==> config.mk <==
export PLATFORM = sky130hd
export DESIGN_NAME = cwp_clock_ctrl
export DESIGN_NICKNAME = d
export VERILOG_FILES = /design/src/cwp_pkg.sv /design/src/cwp_wr_if.sv /design/src/cwp_wr_guard.sv /design/src/cwp_clk_div.sv /design/src/cwp_clock_ctrl.sv
export SDC_FILE = /design/constraint.sdc
export NUM_CORES = 1
export LEC_CHECK = 0
export ABC_AREA = 1
export ABC_CLOCK_PERIOD_IN_PS = 18650
export BUFFER_PORTS_ARGS = -buffer_cell sky130_fd_sc_hd__buf_2
export CAP_MARGIN = 20
export CORE_UTILIZATION = 65
export CTS_CLUSTER_SIZE = 20
export DETAILED_ROUTE_END_ITERATION = 16
export PLACE_DENSITY_LB_ADDON = 0.15
export RECOVER_POWER = 100
export SYNTH_ARGS = -nofsm -noshare
export SYNTH_HDL_FRONTEND = slang
export SYNTH_SLANG_ARGS = --single-unit
export TNS_END_PERCENT = 30
==> constraint.sdc <==
create_clock -name mclk_i -period 18.65 [get_ports mclk_i]
set_input_delay 3.73 -clock mclk_i [delete_from_list [all_inputs] [get_ports mclk_i]]
set_output_delay 3.73 -clock mclk_i [all_outputs]
set_load 0.01 [all_outputs]
==> src/cwp_pkg.sv <==
`default_nettype none

package cwp_pkg;

  localparam int unsigned ADDR_W = 28;
  localparam int unsigned DATA_W = 32;

  // Byte addresses of the register map
  localparam logic [27:0] CTRL_BASE          = 28'hFFFFC00;
  localparam logic [27:0] CHARGE_PUMP_ADDR   = 28'hFFFFC80;
  localparam logic [27:0] WP_MODE_ADDR       = 28'hFFFFCE4;
  localparam logic [27:0] WP_STATUS_ADDR     = 28'hFFFFCE8;
  localparam logic [27:0] PERIPH_CLK_ADDR    = 28'hFFFFD0C;
  localparam logic [27:0] IRQ_STATUS_ADDR    = 28'hFFFFD20;
  localparam logic [27:0] IRQ_MASK_ADDR      = 28'hFFFFD24;

  // Write protection mode fields
  localparam int unsigned PROT_ON_BIT        = 0;
  localparam int unsigned KEY_LSB            = 8;
  localparam int unsigned KEY_W              = 24;
  localparam logic [23:0] PROTECTION_KEY_VALUE = 24'h504D43;

  // Write protection status fields
  localparam int unsigned VIOL_FLAG_BIT      = 0;
  localparam int unsigned VIOL_OFF_LSB       = 8;
  localparam int unsigned VIOL_OFF_W         = 16;

  // Peripheral clock control fields
  localparam int unsigned SEL_LSB            = 0;
  localparam int unsigned SEL_W              = 6;
  localparam int unsigned CMD_BIT            = 12;
  localparam int unsigned DIV_LSB            = 16;
  localparam int unsigned DIV_W              = 2;
  localparam int unsigned EN_BIT             = 28;
  localparam logic [5:0]  SEL_FIRST          = 6'h02;
  localparam logic [5:0]  SEL_LAST           = 6'h1F;
  localparam int unsigned NUM_PERIPH         = 32;

  // Interrupt status / mask layout
  localparam int unsigned IRQ_W              = 2;
  localparam int unsigned IRQ_VIOL_BIT       = 0;
  localparam int unsigned IRQ_PCLK_BIT       = 1;

  // Reset values
  localparam logic        CHARGE_PUMP_RST    = 1'b0;
  localparam logic        PROT_ON_RST        = 1'b0;
  localparam logic [1:0]  DIV_RST            = 2'h0;
  localparam logic [1:0]  IRQ_MASK_RST       = 2'h0;

  // Divider state: count width covers divide by 8
  localparam int unsigned DIV_CNT_W          = 3;

endpackage

`default_nettype wire

==> src/cwp_wr_if.sv <==
`timescale 1ns/1ps
`default_nettype none

interface cwp_wr_if;
  logic        wr_stb;
  logic [27:0] wr_addr;
  logic        prot_on;
  logic        blocked;
  logic [15:0] viol_off;

  modport ctrl  (output wr_stb, output wr_addr, output prot_on, input blocked, input viol_off);
  modport guard (input wr_stb, input wr_addr, input prot_on, output blocked, output viol_off);
endinterface

`default_nettype wire

==> src/cwp_wr_guard.sv <==
`timescale 1ns/1ps
`default_nettype none

module cwp_wr_guard (
  cwp_wr_if.guard wr
);

  logic        is_protected;
  logic [27:0] rel_addr;

  // Registers covered by write protection
  assign is_protected = (wr.wr_addr == cwp_pkg::CHARGE_PUMP_ADDR) ||
                        (wr.wr_addr == cwp_pkg::PERIPH_CLK_ADDR);
  assign wr.blocked   = wr.wr_stb && wr.prot_on && is_protected;
  assign rel_addr     = wr.wr_addr - cwp_pkg::CTRL_BASE;
  assign wr.viol_off  = rel_addr[15:0];

endmodule

`default_nettype wire

==> src/cwp_clk_div.sv <==
`timescale 1ns/1ps
`default_nettype none

module cwp_clk_div #(
  parameter int unsigned CNT_W = 3
) (
  input  wire logic       mclk_i,
  input  wire logic       rst_i,
  input  wire logic       en_i,
  input  wire logic [1:0] div_i,
  output logic            tick_o
);

  logic [CNT_W-1:0] cnt_r;
  logic [CNT_W-1:0] last;

  // Terminal count for divide by 1, 2, 4 or 8
  always_comb begin
    unique case (div_i)
      2'h0: last = CNT_W'(0);
      2'h1: last = CNT_W'(1);
      2'h2: last = CNT_W'(3);
      2'h3: last = CNT_W'(7);
    endcase
  end

  always_ff @(posedge mclk_i or posedge rst_i) begin
    if (rst_i) begin
      cnt_r <= '0;
    end else if (!en_i || cnt_r >= last) begin
      cnt_r <= '0;
    end else begin
      cnt_r <= cnt_r + CNT_W'(1);
    end
  end

  // One master-clock-wide enable per divided period
  always_ff @(posedge mclk_i or posedge rst_i) begin
    if (rst_i) begin
      tick_o <= 1'b0;
    end else begin
      tick_o <= en_i && (cnt_r >= last);
    end
  end

endmodule

`default_nettype wire

==> src/cwp_clock_ctrl.sv <==
// What this block does
// Charge-pump register writable only while unprotected
// Key-qualified write of zero disables protection
// Key-qualified write of one enables protection
// Wrong key aborts; key reads zero
// Violation flag sticky until status read
// Violation offset captures blocked write address
// Status read clears the violation flag
// Selector picks peripheral two through thirty-one
// Divisor: master clock over 1,2,4,8
// Enable bit 28 gates peripheral clock
// Software programs charge-pump bit per PLL spec
// Command bit: read mode versus write mode
// Protected writes discarded, violation recorded
`timescale 1ns/1ps
`default_nettype none

module cwp_clock_ctrl #(
  parameter int unsigned NUM_PERIPH = 32
) (
  input  wire logic        mclk_i,
  input  wire logic        rst_i,
  input  wire logic [27:0] addr_i,
  input  wire logic [31:0] wdata_i,
  input  wire logic        wr_i,
  input  wire logic        rd_i,
  output logic      [31:0] rdata_o,
  output logic             irq_o,
  output logic             charge_pump_current_bit_o,
  output logic             protection_on_o,
  output logic [NUM_PERIPH-1:0] periph_clk_en_o
);

  // Address decode
  logic hit_charge_pump;
  logic hit_wp_mode;
  logic hit_wp_status;
  logic hit_periph_clk;
  logic hit_irq_status;
  logic hit_irq_mask;

  assign hit_charge_pump = (addr_i == cwp_pkg::CHARGE_PUMP_ADDR);
  assign hit_wp_mode     = (addr_i == cwp_pkg::WP_MODE_ADDR);
  assign hit_wp_status   = (addr_i == cwp_pkg::WP_STATUS_ADDR);
  assign hit_periph_clk  = (addr_i == cwp_pkg::PERIPH_CLK_ADDR);
  assign hit_irq_status  = (addr_i == cwp_pkg::IRQ_STATUS_ADDR);
  assign hit_irq_mask    = (addr_i == cwp_pkg::IRQ_MASK_ADDR);

  // Write protection check
  cwp_wr_if wr_chk ();

  logic prot_on_r;

  assign wr_chk.wr_stb  = wr_i;
  assign wr_chk.wr_addr = addr_i;
  assign wr_chk.prot_on = prot_on_r;

  cwp_wr_guard u_guard (
    .wr (wr_chk.guard)
  );

  logic wr_allowed;
  assign wr_allowed = wr_i && !wr_chk.blocked;

  // Charge-pump current bit
  logic charge_pump_r;

  always_ff @(posedge mclk_i or posedge rst_i) begin
    if (rst_i) begin
      charge_pump_r <= cwp_pkg::CHARGE_PUMP_RST;
    end else if (wr_allowed && hit_charge_pump) begin
      charge_pump_r <= wdata_i[0];
    end
  end

  assign charge_pump_current_bit_o = charge_pump_r;

  // Protection enable, updated only with the correct key
  logic [23:0] key_field;
  logic        key_ok;

  assign key_field = wdata_i[cwp_pkg::KEY_LSB +: cwp_pkg::KEY_W];
  assign key_ok    = (key_field == cwp_pkg::PROTECTION_KEY_VALUE);

  always_ff @(posedge mclk_i or posedge rst_i) begin
    if (rst_i) begin
      prot_on_r <= cwp_pkg::PROT_ON_RST;
    end else if (wr_i && hit_wp_mode && key_ok) begin
      // Zero turns protection off, one turns it on
      prot_on_r <= wdata_i[cwp_pkg::PROT_ON_BIT];
    end
  end

  assign protection_on_o = prot_on_r;

  // Violation flag and source offset
  logic        viol_flag_r;
  logic [15:0] viol_off_r;
  logic        viol_event;
  logic        wp_status_rd;

  assign viol_event   = wr_chk.blocked;
  assign wp_status_rd = rd_i && hit_wp_status;

  always_ff @(posedge mclk_i or posedge rst_i) begin
    if (rst_i) begin
      viol_flag_r <= 1'b0;
    end else if (viol_event) begin
      // A new violation wins over a clearing read
      viol_flag_r <= 1'b1;
    end else if (wp_status_rd) begin
      viol_flag_r <= 1'b0;
    end
  end

  always_ff @(posedge mclk_i or posedge rst_i) begin
    if (rst_i) begin
      viol_off_r <= '0;
    end else if (viol_event) begin
      viol_off_r <= wr_chk.viol_off;
    end
  end

  // Peripheral clock control fields of the current write
  logic [5:0] sel_field;
  logic [1:0] div_field;
  logic       en_field;
  logic       cmd_field;
  logic       sel_valid;

  assign sel_field = wdata_i[cwp_pkg::SEL_LSB +: cwp_pkg::SEL_W];
  assign div_field = wdata_i[cwp_pkg::DIV_LSB +: cwp_pkg::DIV_W];
  assign en_field  = wdata_i[cwp_pkg::EN_BIT];
  assign cmd_field = wdata_i[cwp_pkg::CMD_BIT];
  assign sel_valid = (sel_field >= cwp_pkg::SEL_FIRST) &&
                     (sel_field <= cwp_pkg::SEL_LAST);

  logic pclk_wr;
  logic pclk_apply;

  assign pclk_wr    = wr_allowed && hit_periph_clk && sel_valid;
  assign pclk_apply = pclk_wr && cmd_field;

  // Per-peripheral settings
  logic [1:0] div_r [NUM_PERIPH];
  logic       en_r  [NUM_PERIPH];

  always_ff @(posedge mclk_i or posedge rst_i) begin
    if (rst_i) begin
      for (int i = 0; i < NUM_PERIPH; i++) begin
        div_r[i] <= cwp_pkg::DIV_RST;
      end
    end else if (pclk_apply) begin
      div_r[sel_field[4:0]] <= div_field;
    end
  end

  always_ff @(posedge mclk_i or posedge rst_i) begin
    if (rst_i) begin
      for (int i = 0; i < NUM_PERIPH; i++) begin
        en_r[i] <= 1'b0;
      end
    end else if (pclk_apply) begin
      en_r[sel_field[4:0]] <= en_field;
    end
  end

  // Read mode only moves the selector used for readback
  logic [4:0] sel_r;

  always_ff @(posedge mclk_i or posedge rst_i) begin
    if (rst_i) begin
      sel_r <= cwp_pkg::SEL_FIRST[4:0];
    end else if (pclk_wr) begin
      sel_r <= sel_field[4:0];
    end
  end

  // Divided clock enables, one per selectable peripheral
  assign periph_clk_en_o[0] = 1'b0;
  assign periph_clk_en_o[1] = 1'b0;

  generate
    for (genvar g = 2; g < NUM_PERIPH; g++) begin : g_div
      cwp_clk_div #(
        .CNT_W (cwp_pkg::DIV_CNT_W)
      ) u_div (
        .mclk_i (mclk_i),
        .rst_i  (rst_i),
        .en_i   (en_r[g]),
        .div_i  (div_r[g]),
        .tick_o (periph_clk_en_o[g])
      );
    end
  endgenerate

  // Interrupt status: sticky, cleared by reading it
  logic [1:0] irq_stat_r;
  logic [1:0] irq_mask_r;
  logic [1:0] irq_set;
  logic       irq_stat_rd;

  assign irq_set[cwp_pkg::IRQ_VIOL_BIT] = viol_event;
  assign irq_set[cwp_pkg::IRQ_PCLK_BIT] = pclk_apply;
  assign irq_stat_rd = rd_i && hit_irq_status;

  always_ff @(posedge mclk_i or posedge rst_i) begin
    if (rst_i) begin
      irq_stat_r <= '0;
    end else if (irq_stat_rd) begin
      // Events in the clearing cycle survive
      irq_stat_r <= irq_set;
    end else begin
      irq_stat_r <= irq_stat_r | irq_set;
    end
  end

  always_ff @(posedge mclk_i or posedge rst_i) begin
    if (rst_i) begin
      irq_mask_r <= cwp_pkg::IRQ_MASK_RST;
    end else if (wr_i && hit_irq_mask) begin
      irq_mask_r <= wdata_i[cwp_pkg::IRQ_W-1:0];
    end
  end

  assign irq_o = |(irq_stat_r & irq_mask_r);

  // Read data, valid only in the cycle after the read strobe
  logic [31:0] rdata_nxt;
  logic [31:0] rdata_r;

  always_comb begin
    rdata_nxt = '0;
    if (rd_i) begin
      if (hit_charge_pump) begin
        rdata_nxt[0] = charge_pump_r;
      end else if (hit_wp_mode) begin
        // Key field reads as zero
        rdata_nxt[cwp_pkg::PROT_ON_BIT] = prot_on_r;
      end else if (hit_wp_status) begin
        rdata_nxt[cwp_pkg::VIOL_FLAG_BIT] = viol_flag_r;
        rdata_nxt[cwp_pkg::VIOL_OFF_LSB +: cwp_pkg::VIOL_OFF_W] = viol_off_r;
      end else if (hit_periph_clk) begin
        rdata_nxt[cwp_pkg::SEL_LSB +: cwp_pkg::SEL_W] = {1'b0, sel_r};
        rdata_nxt[cwp_pkg::DIV_LSB +: cwp_pkg::DIV_W] = div_r[sel_r];
        rdata_nxt[cwp_pkg::EN_BIT] = en_r[sel_r];
      end else if (hit_irq_status) begin
        rdata_nxt[cwp_pkg::IRQ_W-1:0] = irq_stat_r;
      end else if (hit_irq_mask) begin
        rdata_nxt[cwp_pkg::IRQ_W-1:0] = irq_mask_r;
      end
    end
  end

  always_ff @(posedge mclk_i or posedge rst_i) begin
    if (rst_i) begin
      rdata_r <= '0;
    end else begin
      rdata_r <= rdata_nxt;
    end
  end

  assign rdata_o = rdata_r;

endmodule

`default_nettype wire

==> report_table.html, run 1 <==
<table>
<tr><th>Metric</th><th>Value</th></tr>
<tr><th colspan="2">Critical path</th></tr>
<tr><td>Count of buffering cells on the critical path with inverters included</td><td>3</td></tr>
<tr><td>Highest fanout seen on the critical path</td><td>123</td></tr>
<tr><td>Data required time at the worst endpoint</td><td>18.03 ns</td></tr>
<tr><td>Worst-case register-to-register setup slack</td><td>15.43 ns</td></tr>
<tr><td>Slowest-stage cell, CP</td><td>clkbuf_1</td></tr>
<tr><td>Crit path launch type</td><td>input pin</td></tr>
<tr><td>Signal arrival time at the worst endpoint</td><td>9.89 ns</td></tr>
<tr><td>Slowest stage delay, CP</td><td>3.04 ns</td></tr>
<tr><td>Cell family with most CP delay</td><td>buffers and inverters</td></tr>
<tr><td>Endpoint type of the worst setup path</td><td>async pin</td></tr>
<tr><td>Worst Path Class, Setup</td><td>in2async</td></tr>
<tr><td>Ordered cell list for the critical path</td><td>buf_2 &gt; clkinvlp_2 &gt; clkbuf_1</td></tr>
<tr><th colspan="2">Synthesis</th></tr>
<tr><td>Proportion of synthesized chip area in sequential cells</td><td>0.4618</td></tr>
<tr><td>Count of different cell masters after synthesis</td><td>35</td></tr>
<tr><td>Number of flip-flops and latches in the synthesized netlist</td><td>266</td></tr>
<tr><td>Top-count cell post-synth</td><td>nand2_1</td></tr>
<tr><td>Average cell area after synthesis</td><td>8.786 um^2</td></tr>
<tr><td>Area of the mapped netlist</td><td>14420 um^2</td></tr>
<tr><td>Most used DFF post-synth</td><td>dfrtp_1</td></tr>
<tr><td>Number of warnings reported in the yosys synthesis log</td><td>0</td></tr>
<tr><td>Proportion of register bits with asynchronous set or reset after synthesis</td><td>1.000</td></tr>
<tr><td>Cell count after synthesis</td><td>around 1600</td></tr>
<tr><td>Number of enable-type register cells in the synthesized netlist</td><td>0</td></tr>
<tr><td>Synth cell count leaders</td><td>nand2_1, dfrtp_1, inv_1</td></tr>
<tr><td>Share of the synthesized area in the top cell type</td><td>0.4599</td></tr>
<tr><td>Library cell with the largest summed area after synthesis</td><td>dfrtp_1</td></tr>
<tr><td>Top post-synthesis cells by area</td><td>dfrtp_1, ha_1, nand2_1</td></tr>
<tr><th colspan="2">Clocking</th></tr>
<tr><td>Post-CTS setup buffers</td><td>0</td></tr>
<tr><td>CTS root buffer</td><td>clkbuf_16</td></tr>
<tr><td>Number of H-tree levels</td><td>1</td></tr>
<tr><td>Cells resized by post-CTS repair</td><td>0</td></tr>
<tr><td>Clock transition at the registers of the reported paths</td><td>roughly 0.060 ns</td></tr>
<tr><td>Clock tree from TritonCTS</td><td>done</td></tr>
<tr><td>Worst skew pair latency</td><td>approximately 0.54 ns</td></tr>
<tr><td>Hold bufs inserted after CTS</td><td>0</td></tr>
<tr><td>Inserted Clock Buffers</td><td>29</td></tr>
<tr><td>Clock Sinks</td><td>266</td></tr>
<tr><td>Maximum clock insertion buffer count</td><td>3</td></tr>
<tr><th colspan="2">Power</th></tr>
<tr><td>Power density over the cells</td><td>77.52 nW/um^2</td></tr>
<tr><td>Static leakage</td><td>~7.9 nW</td></tr>
<tr><td>Overall power</td><td>1.196 mW</td></tr>
<tr><td>Worst IR Drop VDD</td><td>0.07004 mV</td></tr>
<tr><th colspan="2">Global route</th></tr>
<tr><td>Maximum number of pins on one net before global-route repair</td><td>124</td></tr>
<tr><td>Number of global-route vias before repair</td><td>10640</td></tr>
<tr><td>Global route total overflow</td><td>0</td></tr>
<tr><td>Number of antenna violations at the first check in global routing</td><td>2</td></tr>
<tr><td>Wire length of the first global-routing pass</td><td>50960 um</td></tr>
<tr><td>Combined global-route utilization of all metal layers</td><td>0.2822</td></tr>
<tr><th colspan="2">Die</th></tr>
<tr><td>Row count</td><td>54</td></tr>
<tr><td>Io pins</td><td>between 100 and 150</td></tr>
<tr><td>Initial core utilization</td><td>0.6627</td></tr>
<tr><td>Area of the placeable core</td><td>21760 um^2</td></tr>
<tr><td>Die height</td><td>between 150 and 200 um</td></tr>
<tr><td>Area enclosed by the die boundary</td><td>22780 um^2</td></tr>
<tr><td>Overall die width</td><td>about 150 um</td></tr>
<tr><th colspan="2">Place</th></tr>
<tr><td>Placed instance area</td><td>14930 um^2</td></tr>
<tr><td>Routability congestion estimate</td><td>0.8636</td></tr>
<tr><td>Detailed placer's ending HPWL</td><td>20890 um</td></tr>
<tr><td>Post-placement worst setup slack</td><td>12.43 ns</td></tr>
<tr><td>Quantity of I/O buffers inserted on ports</td><td>approximately 120</td></tr>
<tr><td>Cell Count Post-Placement</td><td>1974</td></tr>
<tr><th colspan="2">Timing</th></tr>
<tr><td>Final setup margin</td><td>8.144 ns</td></tr>
<tr><td>Slew @ Worst Pin</td><td>5.273 ns</td></tr>
<tr><td>Final-report hold violation count</td><td>0</td></tr>
<tr><td>Worst slew margin relative to its limit</td><td>-2.535</td></tr>
<tr><td>Clock tree skew after final layout</td><td>around 0.010 ns</td></tr>
<tr><td>Time the worst path needs with I/O delays and setup</td><td>between 10 and 15 ns</td></tr>
<tr><td>Unrepaired setup endpoints after global routing</td><td>false</td></tr>
<tr><td>Total setup violations reported at the end of the flow</td><td>0</td></tr>
<tr><td>Tightest hold margin</td><td>0.3760 ns</td></tr>
<tr><td>Final clock period utilization by the worst path</td><td>0.5633</td></tr>
<tr><td>Max Fclk</td><td>about 95 MHz</td></tr>
<tr><td>Final-report max-slew violation count</td><td>340</td></tr>
<tr><td>Setup_tns</td><td>0 ns</td></tr>
<tr><th colspan="2">Hold path</th></tr>
<tr><td>Type of the tightest min-delay check</td><td>reg2reg</td></tr>
<tr><th colspan="2">Detailed routing</th></tr>
<tr><td>Total wire length</td><td>30750 um</td></tr>
<tr><td>Vias</td><td>11080</td></tr>
<tr><td>Initial DRC count</td><td>634</td></tr>
<tr><td>Number of remaining DRC errors</td><td>0</td></tr>
<tr><td>Residual antenna-violating net count after detailed routing</td><td>0</td></tr>
<tr><td>Routed wire per std cell</td><td>roughly 15 um</td></tr>
<tr><td>Average vias per placed instance</td><td>5.465</td></tr>
<tr><td>DR pass1 iterations</td><td>6</td></tr>
<tr><th colspan="2">Status</th></tr>
<tr><td>Run status</td><td>finished, violations left</td></tr>
<tr><td>Violations in the final reports</td><td>capacitance limit, slew limit</td></tr>
<tr><th colspan="2">Cells and area</th></tr>
<tr><td>Share of post-route cells with drive strength above 1</td><td>0.08138</td></tr>
<tr><td>Area growth from synthesis to layout</td><td>7.047%</td></tr>
<tr><td>Design Area, Final</td><td>15430 um^2</td></tr>
<tr><td>Number of standard cells in the layout, taps in and fillers out</td><td>2028</td></tr>
<tr><td>Core utilization of the finished layout</td><td>0.7094</td></tr>
<tr><td># nets final</td><td>approximately 1900</td></tr>
<tr><th colspan="2">Job</th></tr>
<tr><td>Max Cap Viol</td><td>5</td></tr>
</table>
[cells in the final DEF (no fill, tap or decap), types with 11 or more instances in the layout]
| master | synthesis | final |
|---|---|---|
| o211ai_1 | 46 | 46 |
| nor3_1 | 11 | 11 |
| nand2_1 | 340 | 340 |
| xnor2_1 | 31 | 31 |
| or2_2 | 20 | 20 |
| o21ai_0 | 27 | 91 |
| conb_1 | 1 | 12 |
| o2111ai_1 | 15 | 15 |
| buf_2 | 4 | 60 |
| clkbuf_1 | 24 | 65 |
| inv_1 | 204 | 203 |
| ha_1 | 121 | 121 |
| nor2_1 | 166 | 170 |
| dfrtp_1 | 265 | 264 |
| nand3_1 | 114 | 144 |
| clkbuf_8 | 0 | 12 |
| a21oi_1 | 45 | 45 |
| o21ai_1 | 93 | 29 |
| clkbuf_16 | 0 | 29 |
[metal layers]
layer | vias to the layer above | track usage | wire length (um)
li1 | 5476 | - | -
met1 | 5223 | 0.3772 | 13580
met2 | 317 | 0.4702 | 14430
met3 | 68 | 0.04127 | 1833
met4 | 0 | 0.09800 | 907
met5 | - | 0 | 0
[report_power, final]
part	internal [mW]	switching, mW
registers	0.577	0.00000000690
logic	0.00742	0.0282
clock network	0.358	0.225
total	0.943	0.253
[cell type report]
| cell class | count | area, um^2 |
|---|---|---|
| clock buffers | 46 | 909.6 |
| fillers | 1737 | 6322 |
| repair buffers | 124 | 555.5 |
| diodes | 3 | 7.507 |
| inverters | 209 | 785.8 |
| well taps | 280 | 350.3 |
| flip-flops and latches | 266 | 6659 |
| multi-input cells | 1095 | 6091 |
| clock inverters | 5 | 75.07 |
[state kept, by name (all words and copies together) (netlist names)]
name                       flops
irq_mask_r                     2
g_div.u_div.tick_o            30
sel_r                          5
en_r                          32
g_div.u_div.cnt_r             90
viol_off_r                    16
rdata_o                       22
protection_on_o                1
viol_flag_r                    1
irq_stat_r                     2
charge_pump_current_bit_o      1
div_r                         64
[kinds of logic after synthesis]
| group | share of synthesized area |
|---|---|
| buffers and inverters | 0.09121 |
| other | 0.0002601 |
| XOR/XNOR | 0.01883 |
| AND/OR/NAND/NOR | 0.2310 |
| AO/OA/AOI/OAI | 0.09190 |
| flip-flops | 0.4618 |
| adder cells (fa/ha/maj) | 0.1050 |
[worst paths after layout]
path | from | cells past startpoint | to
max | rst_i | 3 | sel_r[0]$_DFFE_PP0P_
min | div_r[61]$_DFFE_PP0P_ | 0 | div_r[61]$_DFFE_PP0P_
max reg2reg | protection_on_o$_DFFE_PP0P_ | 6 | en_r[4]$_DFFE_PP0P_
min reg2reg | div_r[61]$_DFFE_PP0P_ | 0 | div_r[61]$_DFFE_PP0P_
max in group mclk_i | addr_i[10] | 11 | en_r[4]$_DFFE_PP0P_
min in group asynchronous | rst_i | 2 | g_div[5].u_div.tick_o$_DFF_PP0_
No activity file was read; power rests on OpenSTA's default activity.
==> run 2, diff against run 1 <==
- ABC_AREA: 1 -> 0
- ABC_CLOCK_PERIOD_IN_PS: 18650 -> 8400
- CORE_UTILIZATION: 65 -> 54
- clock period: 18.65 -> 8.4 ns (I/O delays scaled with it)
==> run 2 against run 1 <==
Compared with the run above:
- sequential share of layout area rose by 0.79 points
- clock skew fell by 0.0011 ns
- hold slack got worse by 0.0020 ns
- synthesized cell count fell by 29%
- synthesized area fell by 3.8%
- sequential power rose by 120%
- highest routed layer unchanged
- die area rose by 16%
- total power rose by 120%
- non-clock buffer count fell by 4
- combinational power rose by 110%
- critical path depth did not move
- the run still ends with capacitance limit, slew limit left
- worst setup slack got worse by 4.6 ns
==> report_table.html, run 2 <==
<table>
<tr><th>Metric</th><th>Value</th></tr>
<tr><th colspan="2">Critical path</th></tr>
<tr><td>Data required time at the worst endpoint</td><td>8.42 ns (-9.61 ns)</td></tr>
<tr><td>Endpoint type of the worst setup path</td><td>async pin</td></tr>
<tr><td>Highest fanout seen on the critical path</td><td>53 (-57%)</td></tr>
<tr><td>Slowest stage delay, CP</td><td>2.08 ns (-0.96 ns)</td></tr>
<tr><td>Reg2Reg Launch Point</td><td>protection_on_o$_DFFE_PP0P_</td></tr>
<tr><td>Ordered cell list for the critical path</td><td>buf_2 &gt; clkinvlp_2 &gt; clkbuf_1</td></tr>
<tr><td>Worst-case register-to-register setup slack</td><td>5.59 ns (-9.84 ns)</td></tr>
<tr><td>Reg-to-reg critical path endpoint</td><td>en_r[27]$_DFFE_PP0P_</td></tr>
<tr><td>Crit path launch type</td><td>input pin</td></tr>
<tr><td>Slowest-stage cell, CP</td><td>clkbuf_1</td></tr>
<tr><td>Signal arrival time at the worst endpoint</td><td>4.87 ns (-5.02 ns)</td></tr>
<tr><td>Worst Path Class, Setup</td><td>in2async</td></tr>
<tr><td>Cell count of the worst reg-to-reg path</td><td>5 (-1)</td></tr>
<tr><th colspan="2">Place</th></tr>
<tr><td>Placed instance area</td><td>14490 um^2 (-3.0%)</td></tr>
<tr><td>Detailed placer's ending HPWL</td><td>18690 um (-11%)</td></tr>
<tr><td>Quantity of I/O buffers inserted on ports</td><td>116 (unchanged)</td></tr>
<tr><td>Routability congestion estimate</td><td>0.7875 (-8.8%)</td></tr>
<tr><td>Post-placement worst setup slack</td><td>3.740 ns (-8.688 ns)</td></tr>
<tr><th colspan="2">Clocking</th></tr>
<tr><td>Cells resized by post-CTS repair</td><td>0 (unchanged)</td></tr>
<tr><td>Clock Sinks</td><td>266 (unchanged)</td></tr>
<tr><td>Worst skew pair latency</td><td>0.53 ns (about the same)</td></tr>
<tr><td>Post-CTS setup buffers</td><td>0 (unchanged)</td></tr>
<tr><td>Clock tree from TritonCTS</td><td>done</td></tr>
<tr><td>Clock transition at the registers of the reported paths</td><td>0.06 ns (about the same)</td></tr>
<tr><td>Inserted Clock Buffers</td><td>29 (unchanged)</td></tr>
<tr><td>Number of H-tree levels</td><td>1 (unchanged)</td></tr>
<tr><td>Maximum clock insertion buffer count</td><td>3 (unchanged)</td></tr>
<tr><td>CTS root buffer</td><td>clkbuf_16</td></tr>
<tr><td>Hold bufs inserted after CTS</td><td>0 (unchanged)</td></tr>
<tr><th colspan="2">Timing</th></tr>
<tr><td>Final-report hold violation count</td><td>0 (unchanged)</td></tr>
<tr><td>Max Fclk</td><td>206.3 MHz</td></tr>
<tr><td>Worst slew margin relative to its limit</td><td>-0.8789 (+1.656)</td></tr>
<tr><td>Tightest hold margin</td><td>0.3741 ns (-0.001977 ns)</td></tr>
<tr><td>Setup_tns</td><td>0 ns (unchanged)</td></tr>
<tr><td>Total setup violations reported at the end of the flow</td><td>0 (unchanged)</td></tr>
<tr><td>Time the worst path needs with I/O delays and setup</td><td>4.847 ns</td></tr>
<tr><td>Slew @ Worst Pin</td><td>2.818 ns (-2.455 ns)</td></tr>
<tr><td>Clock tree skew after final layout</td><td>0.009090 ns (-0.001144 ns)</td></tr>
<tr><td>Final setup margin</td><td>3.553 ns (-4.591 ns)</td></tr>
<tr><td>Unrepaired setup endpoints after global routing</td><td>false</td></tr>
<tr><td>Final-report max-slew violation count</td><td>93 (-73%)</td></tr>
<tr><td>Final clock period utilization by the worst path</td><td>0.5770</td></tr>
<tr><th colspan="2">Cells and area</th></tr>
<tr><td>Register with the highest flop count</td><td>g_div.u_div.cnt_r</td></tr>
<tr><td>Most common cell after layout, fill and taps aside</td><td>dfrtp_1</td></tr>
<tr><td>Area growth from synthesis to layout</td><td>9.246%</td></tr>
<tr><td>Antenna diode instance count</td><td>0 (-3)</td></tr>
<tr><td>Largest register FFs</td><td>90 (unchanged)</td></tr>
<tr><td>Fill cell count</td><td>2104 (+21%)</td></tr>
<tr><td>Registers with the most flip-flops</td><td>g_div.u_div.cnt_r x90, div_r x64, en_r x32</td></tr>
<tr><td>Design Area, Final</td><td>15150 um^2 (-1.8%)</td></tr>
<tr><td>Leading cell types in the layout, fill and taps excluded</td><td>dfrtp_1, ha_1, mux2_2</td></tr>
<tr><td># nets final</td><td>1442 (-25%)</td></tr>
<tr><td>Share of post-route cells with drive strength above 1</td><td>0.2134 (+0.1321)</td></tr>
<tr><th colspan="2">Global route</th></tr>
<tr><td>Met3 track demand over resource</td><td>0.03550 (-0.005770)</td></tr>
<tr><td>Maximum number of pins on one net before global-route repair</td><td>178 (+44%)</td></tr>
<tr><td>Fraction of met1 tracks used by global routing</td><td>0.2984 (-0.07882)</td></tr>
<tr><td>Global route total overflow</td><td>0 (unchanged)</td></tr>
<tr><td>Combined global-route utilization of all metal layers</td><td>0.2081 (-0.07409)</td></tr>
<tr><td>Met2 Use GR</td><td>0.3333 (-0.1369)</td></tr>
<tr><td>Wire length of the first global-routing pass</td><td>43610 um (-14%)</td></tr>
<tr><td>Number of global-route vias before repair</td><td>8391 (-21%)</td></tr>
<tr><td>Global-route layer with the greatest usage</td><td>met2</td></tr>
<tr><td>Number of antenna violations at the first check in global routing</td><td>0 (-2)</td></tr>
<tr><th colspan="2">Synthesis</th></tr>
<tr><td>Number of warnings reported in the yosys synthesis log</td><td>0 (unchanged)</td></tr>
<tr><td>Share of the synthesized area in the top cell type</td><td>0.4781 (+0.01817)</td></tr>
<tr><td>Top-count cell post-synth</td><td>dfrtp_1</td></tr>
<tr><td>Most used DFF post-synth</td><td>dfrtp_1</td></tr>
<tr><td>Top post-synthesis cells by area</td><td>dfrtp_1, ha_1, mux2_2</td></tr>
<tr><td>Synth cell count leaders</td><td>dfrtp_1, ha_1, mux2_2</td></tr>
<tr><td>Proportion of synthesized chip area in sequential cells</td><td>0.4800 (+0.01825)</td></tr>
<tr><td>Average cell area after synthesis</td><td>11.82 um^2 (+35%)</td></tr>
<tr><td>Number of enable-type register cells in the synthesized netlist</td><td>0 (unchanged)</td></tr>
<tr><td>Library cell with the largest summed area after synthesis</td><td>dfrtp_1</td></tr>
<tr><td>Area of the mapped netlist</td><td>13870 um^2 (-3.8%)</td></tr>
<tr><td>Proportion of register bits with asynchronous set or reset after synthesis</td><td>1.000 (unchanged)</td></tr>
<tr><td>Number of flip-flops and latches in the synthesized netlist</td><td>266 (unchanged)</td></tr>
<tr><td>Count of different cell masters after synthesis</td><td>54 (+54%)</td></tr>
<tr><td>Cell count after synthesis</td><td>1173 (-29%)</td></tr>
<tr><th colspan="2">Power</th></tr>
<tr><td>Worst IR Drop VDD</td><td>0.1368 mV (+95%)</td></tr>
<tr><td>Overall power</td><td>2.622 mW (+120%)</td></tr>
<tr><td>Static leakage</td><td>7.437 nW (-6.1%)</td></tr>
<tr><td>Power density over the cells</td><td>173.0 nW/um^2 (+120%)</td></tr>
<tr><th colspan="2">Detailed routing</th></tr>
<tr><td>Routed wire per std cell</td><td>16.51 um (+8.9%)</td></tr>
<tr><td>Total wire length</td><td>26570 um (-14%)</td></tr>
<tr><td>Initial DRC count</td><td>417 (-34%)</td></tr>
<tr><td>Number of remaining DRC errors</td><td>0 (unchanged)</td></tr>
<tr><td>Vias</td><td>8625 (-22%)</td></tr>
<tr><td>Residual antenna-violating net count after detailed routing</td><td>0 (unchanged)</td></tr>
<tr><td>DR pass1 iterations</td><td>4 (-2)</td></tr>
<tr><td>Average vias per placed instance</td><td>5.360 (-1.9%)</td></tr>
<tr><th colspan="2">Hold path</th></tr>
<tr><td>Origin of the worst min-delay path</td><td>div_r[62]$_DFFE_PP0P_</td></tr>
<tr><td>Hold Path Stages</td><td>0 (unchanged)</td></tr>
<tr><td>Type of the tightest min-delay check</td><td>reg2reg</td></tr>
<tr><td>Hold Path End</td><td>div_r[62]$_DFFE_PP0P_</td></tr>
<tr><th colspan="2">Status</th></tr>
<tr><td>Run status</td><td>finished, violations left</td></tr>
<tr><td>Violations in the final reports</td><td>capacitance limit, slew limit</td></tr>
<tr><th colspan="2">Die</th></tr>
<tr><td>Area of the placeable core</td><td>25180 um^2 (+16%)</td></tr>
<tr><td>Area enclosed by the die boundary</td><td>26330 um^2 (+16%)</td></tr>
<tr><td>Io pins</td><td>131 (unchanged)</td></tr>
<tr><td>Initial core utilization</td><td>0.5508 (-0.1119)</td></tr>
<tr><td>Overall die width</td><td>162.3 um (+7.5%)</td></tr>
<tr><td>Die height</td><td>162.3 um (+7.5%)</td></tr>
<tr><td>Row count</td><td>58 (+7.4%)</td></tr>
<tr><th colspan="2">Job</th></tr>
<tr><td>Max Cap Viol</td><td>3 (-2)</td></tr>
</table>
-- run 2: changes by cell type after synthesis, sizes merged, moves of 102 or more --
cell / change
nand2: -254
inv: -142
nand3: -129
o21ai: -113
nor2: -109
mux2: +102
-- run 2: power breakdown --
group	internal, mW	switching [mW]	total [mW]
logic	0.0182	0.0559	0.0741
registers	1.28	0.0000000133	1.28
clock network	0.776	0.490	1.27
total	2.08	0.546	2.62
-- run 2: cell families after synthesis --
kind of cell	Yosys count	synth area share
other	1	0.0002704
DFF	266	0.4800
AOI/OAI and AO/OA	78	0.03627
and+or+nand+nor	394	0.1681
buffers and inverters	143	0.05115
muxes	138	0.1349
xor gates and xnor gates	32	0.02021
adders and majority gates	121	0.1092
-- run 2: metal layers --
metal / routed length (um) / share of wire / vias to the layer above
li1: - / - / 4167
met1: 12610 / 0.47 / 4255
met2: 12410 / 0.47 / 175
met3: 1225 / 0.046 / 28
met4: 331 / 0.012 / 0
met5: 0 / 0 / -
-- run 2: cell type report --
type | count | area [um^2] | area share
Inverter | 65 | 245.2 | 0.01618
Clock buffer | 49 | 930.9 | 0.06144
Sequential cell | 266 | 6658 | 0.4394
Multi-Input combinational cell | 775 | 6316 | 0.4168
Clock inverter | 4 | 45.04 | 0.002973
Tap cell | 330 | 412.9 | 0.02725
Timing Repair Buffer | 120 | 544.3 | 0.03592
-- run 2: per-stage QoR --
step	cells	util
2_1_floorplan	1184	-
3_3_place_gp	1556	0.5752
3_5_place_dp	1556	0.5752
4_1_cts	1609	0.6140
5_1_grt	1609	0.6017
6_report	1609	0.6017
-- run 2: critical path, delay by kind of cell --
family / cells / cell delay, ns
buffers and inverters: 3 / 3.14
-- run 2: worst max-delay path by stage --
stage / from / to / slack, ns / depth (start not counted)
6_report: rst_i / div_r[15]$_DFFE_PP0P_ / 3.55 / 3
5_1_grt: rst_i / en_r[7]$_DFFE_PP0P_ / 2.71 / 3
4_1_cts: wdata_i[3] / en_r[29]$_DFFE_PP0P_ / 4.31 / 6
3_5_place_dp: wdata_i[3] / en_r[29]$_DFFE_PP0P_ / 3.74 / 6
3_3_place_gp: wdata_i[3] / div_r[59]$_DFFE_PP0P_ / 3.80 / 6
2_1_floorplan: rst_i / charge_pump_current_bit_o$_DFFE_PP0P_ / 3.21 / 1
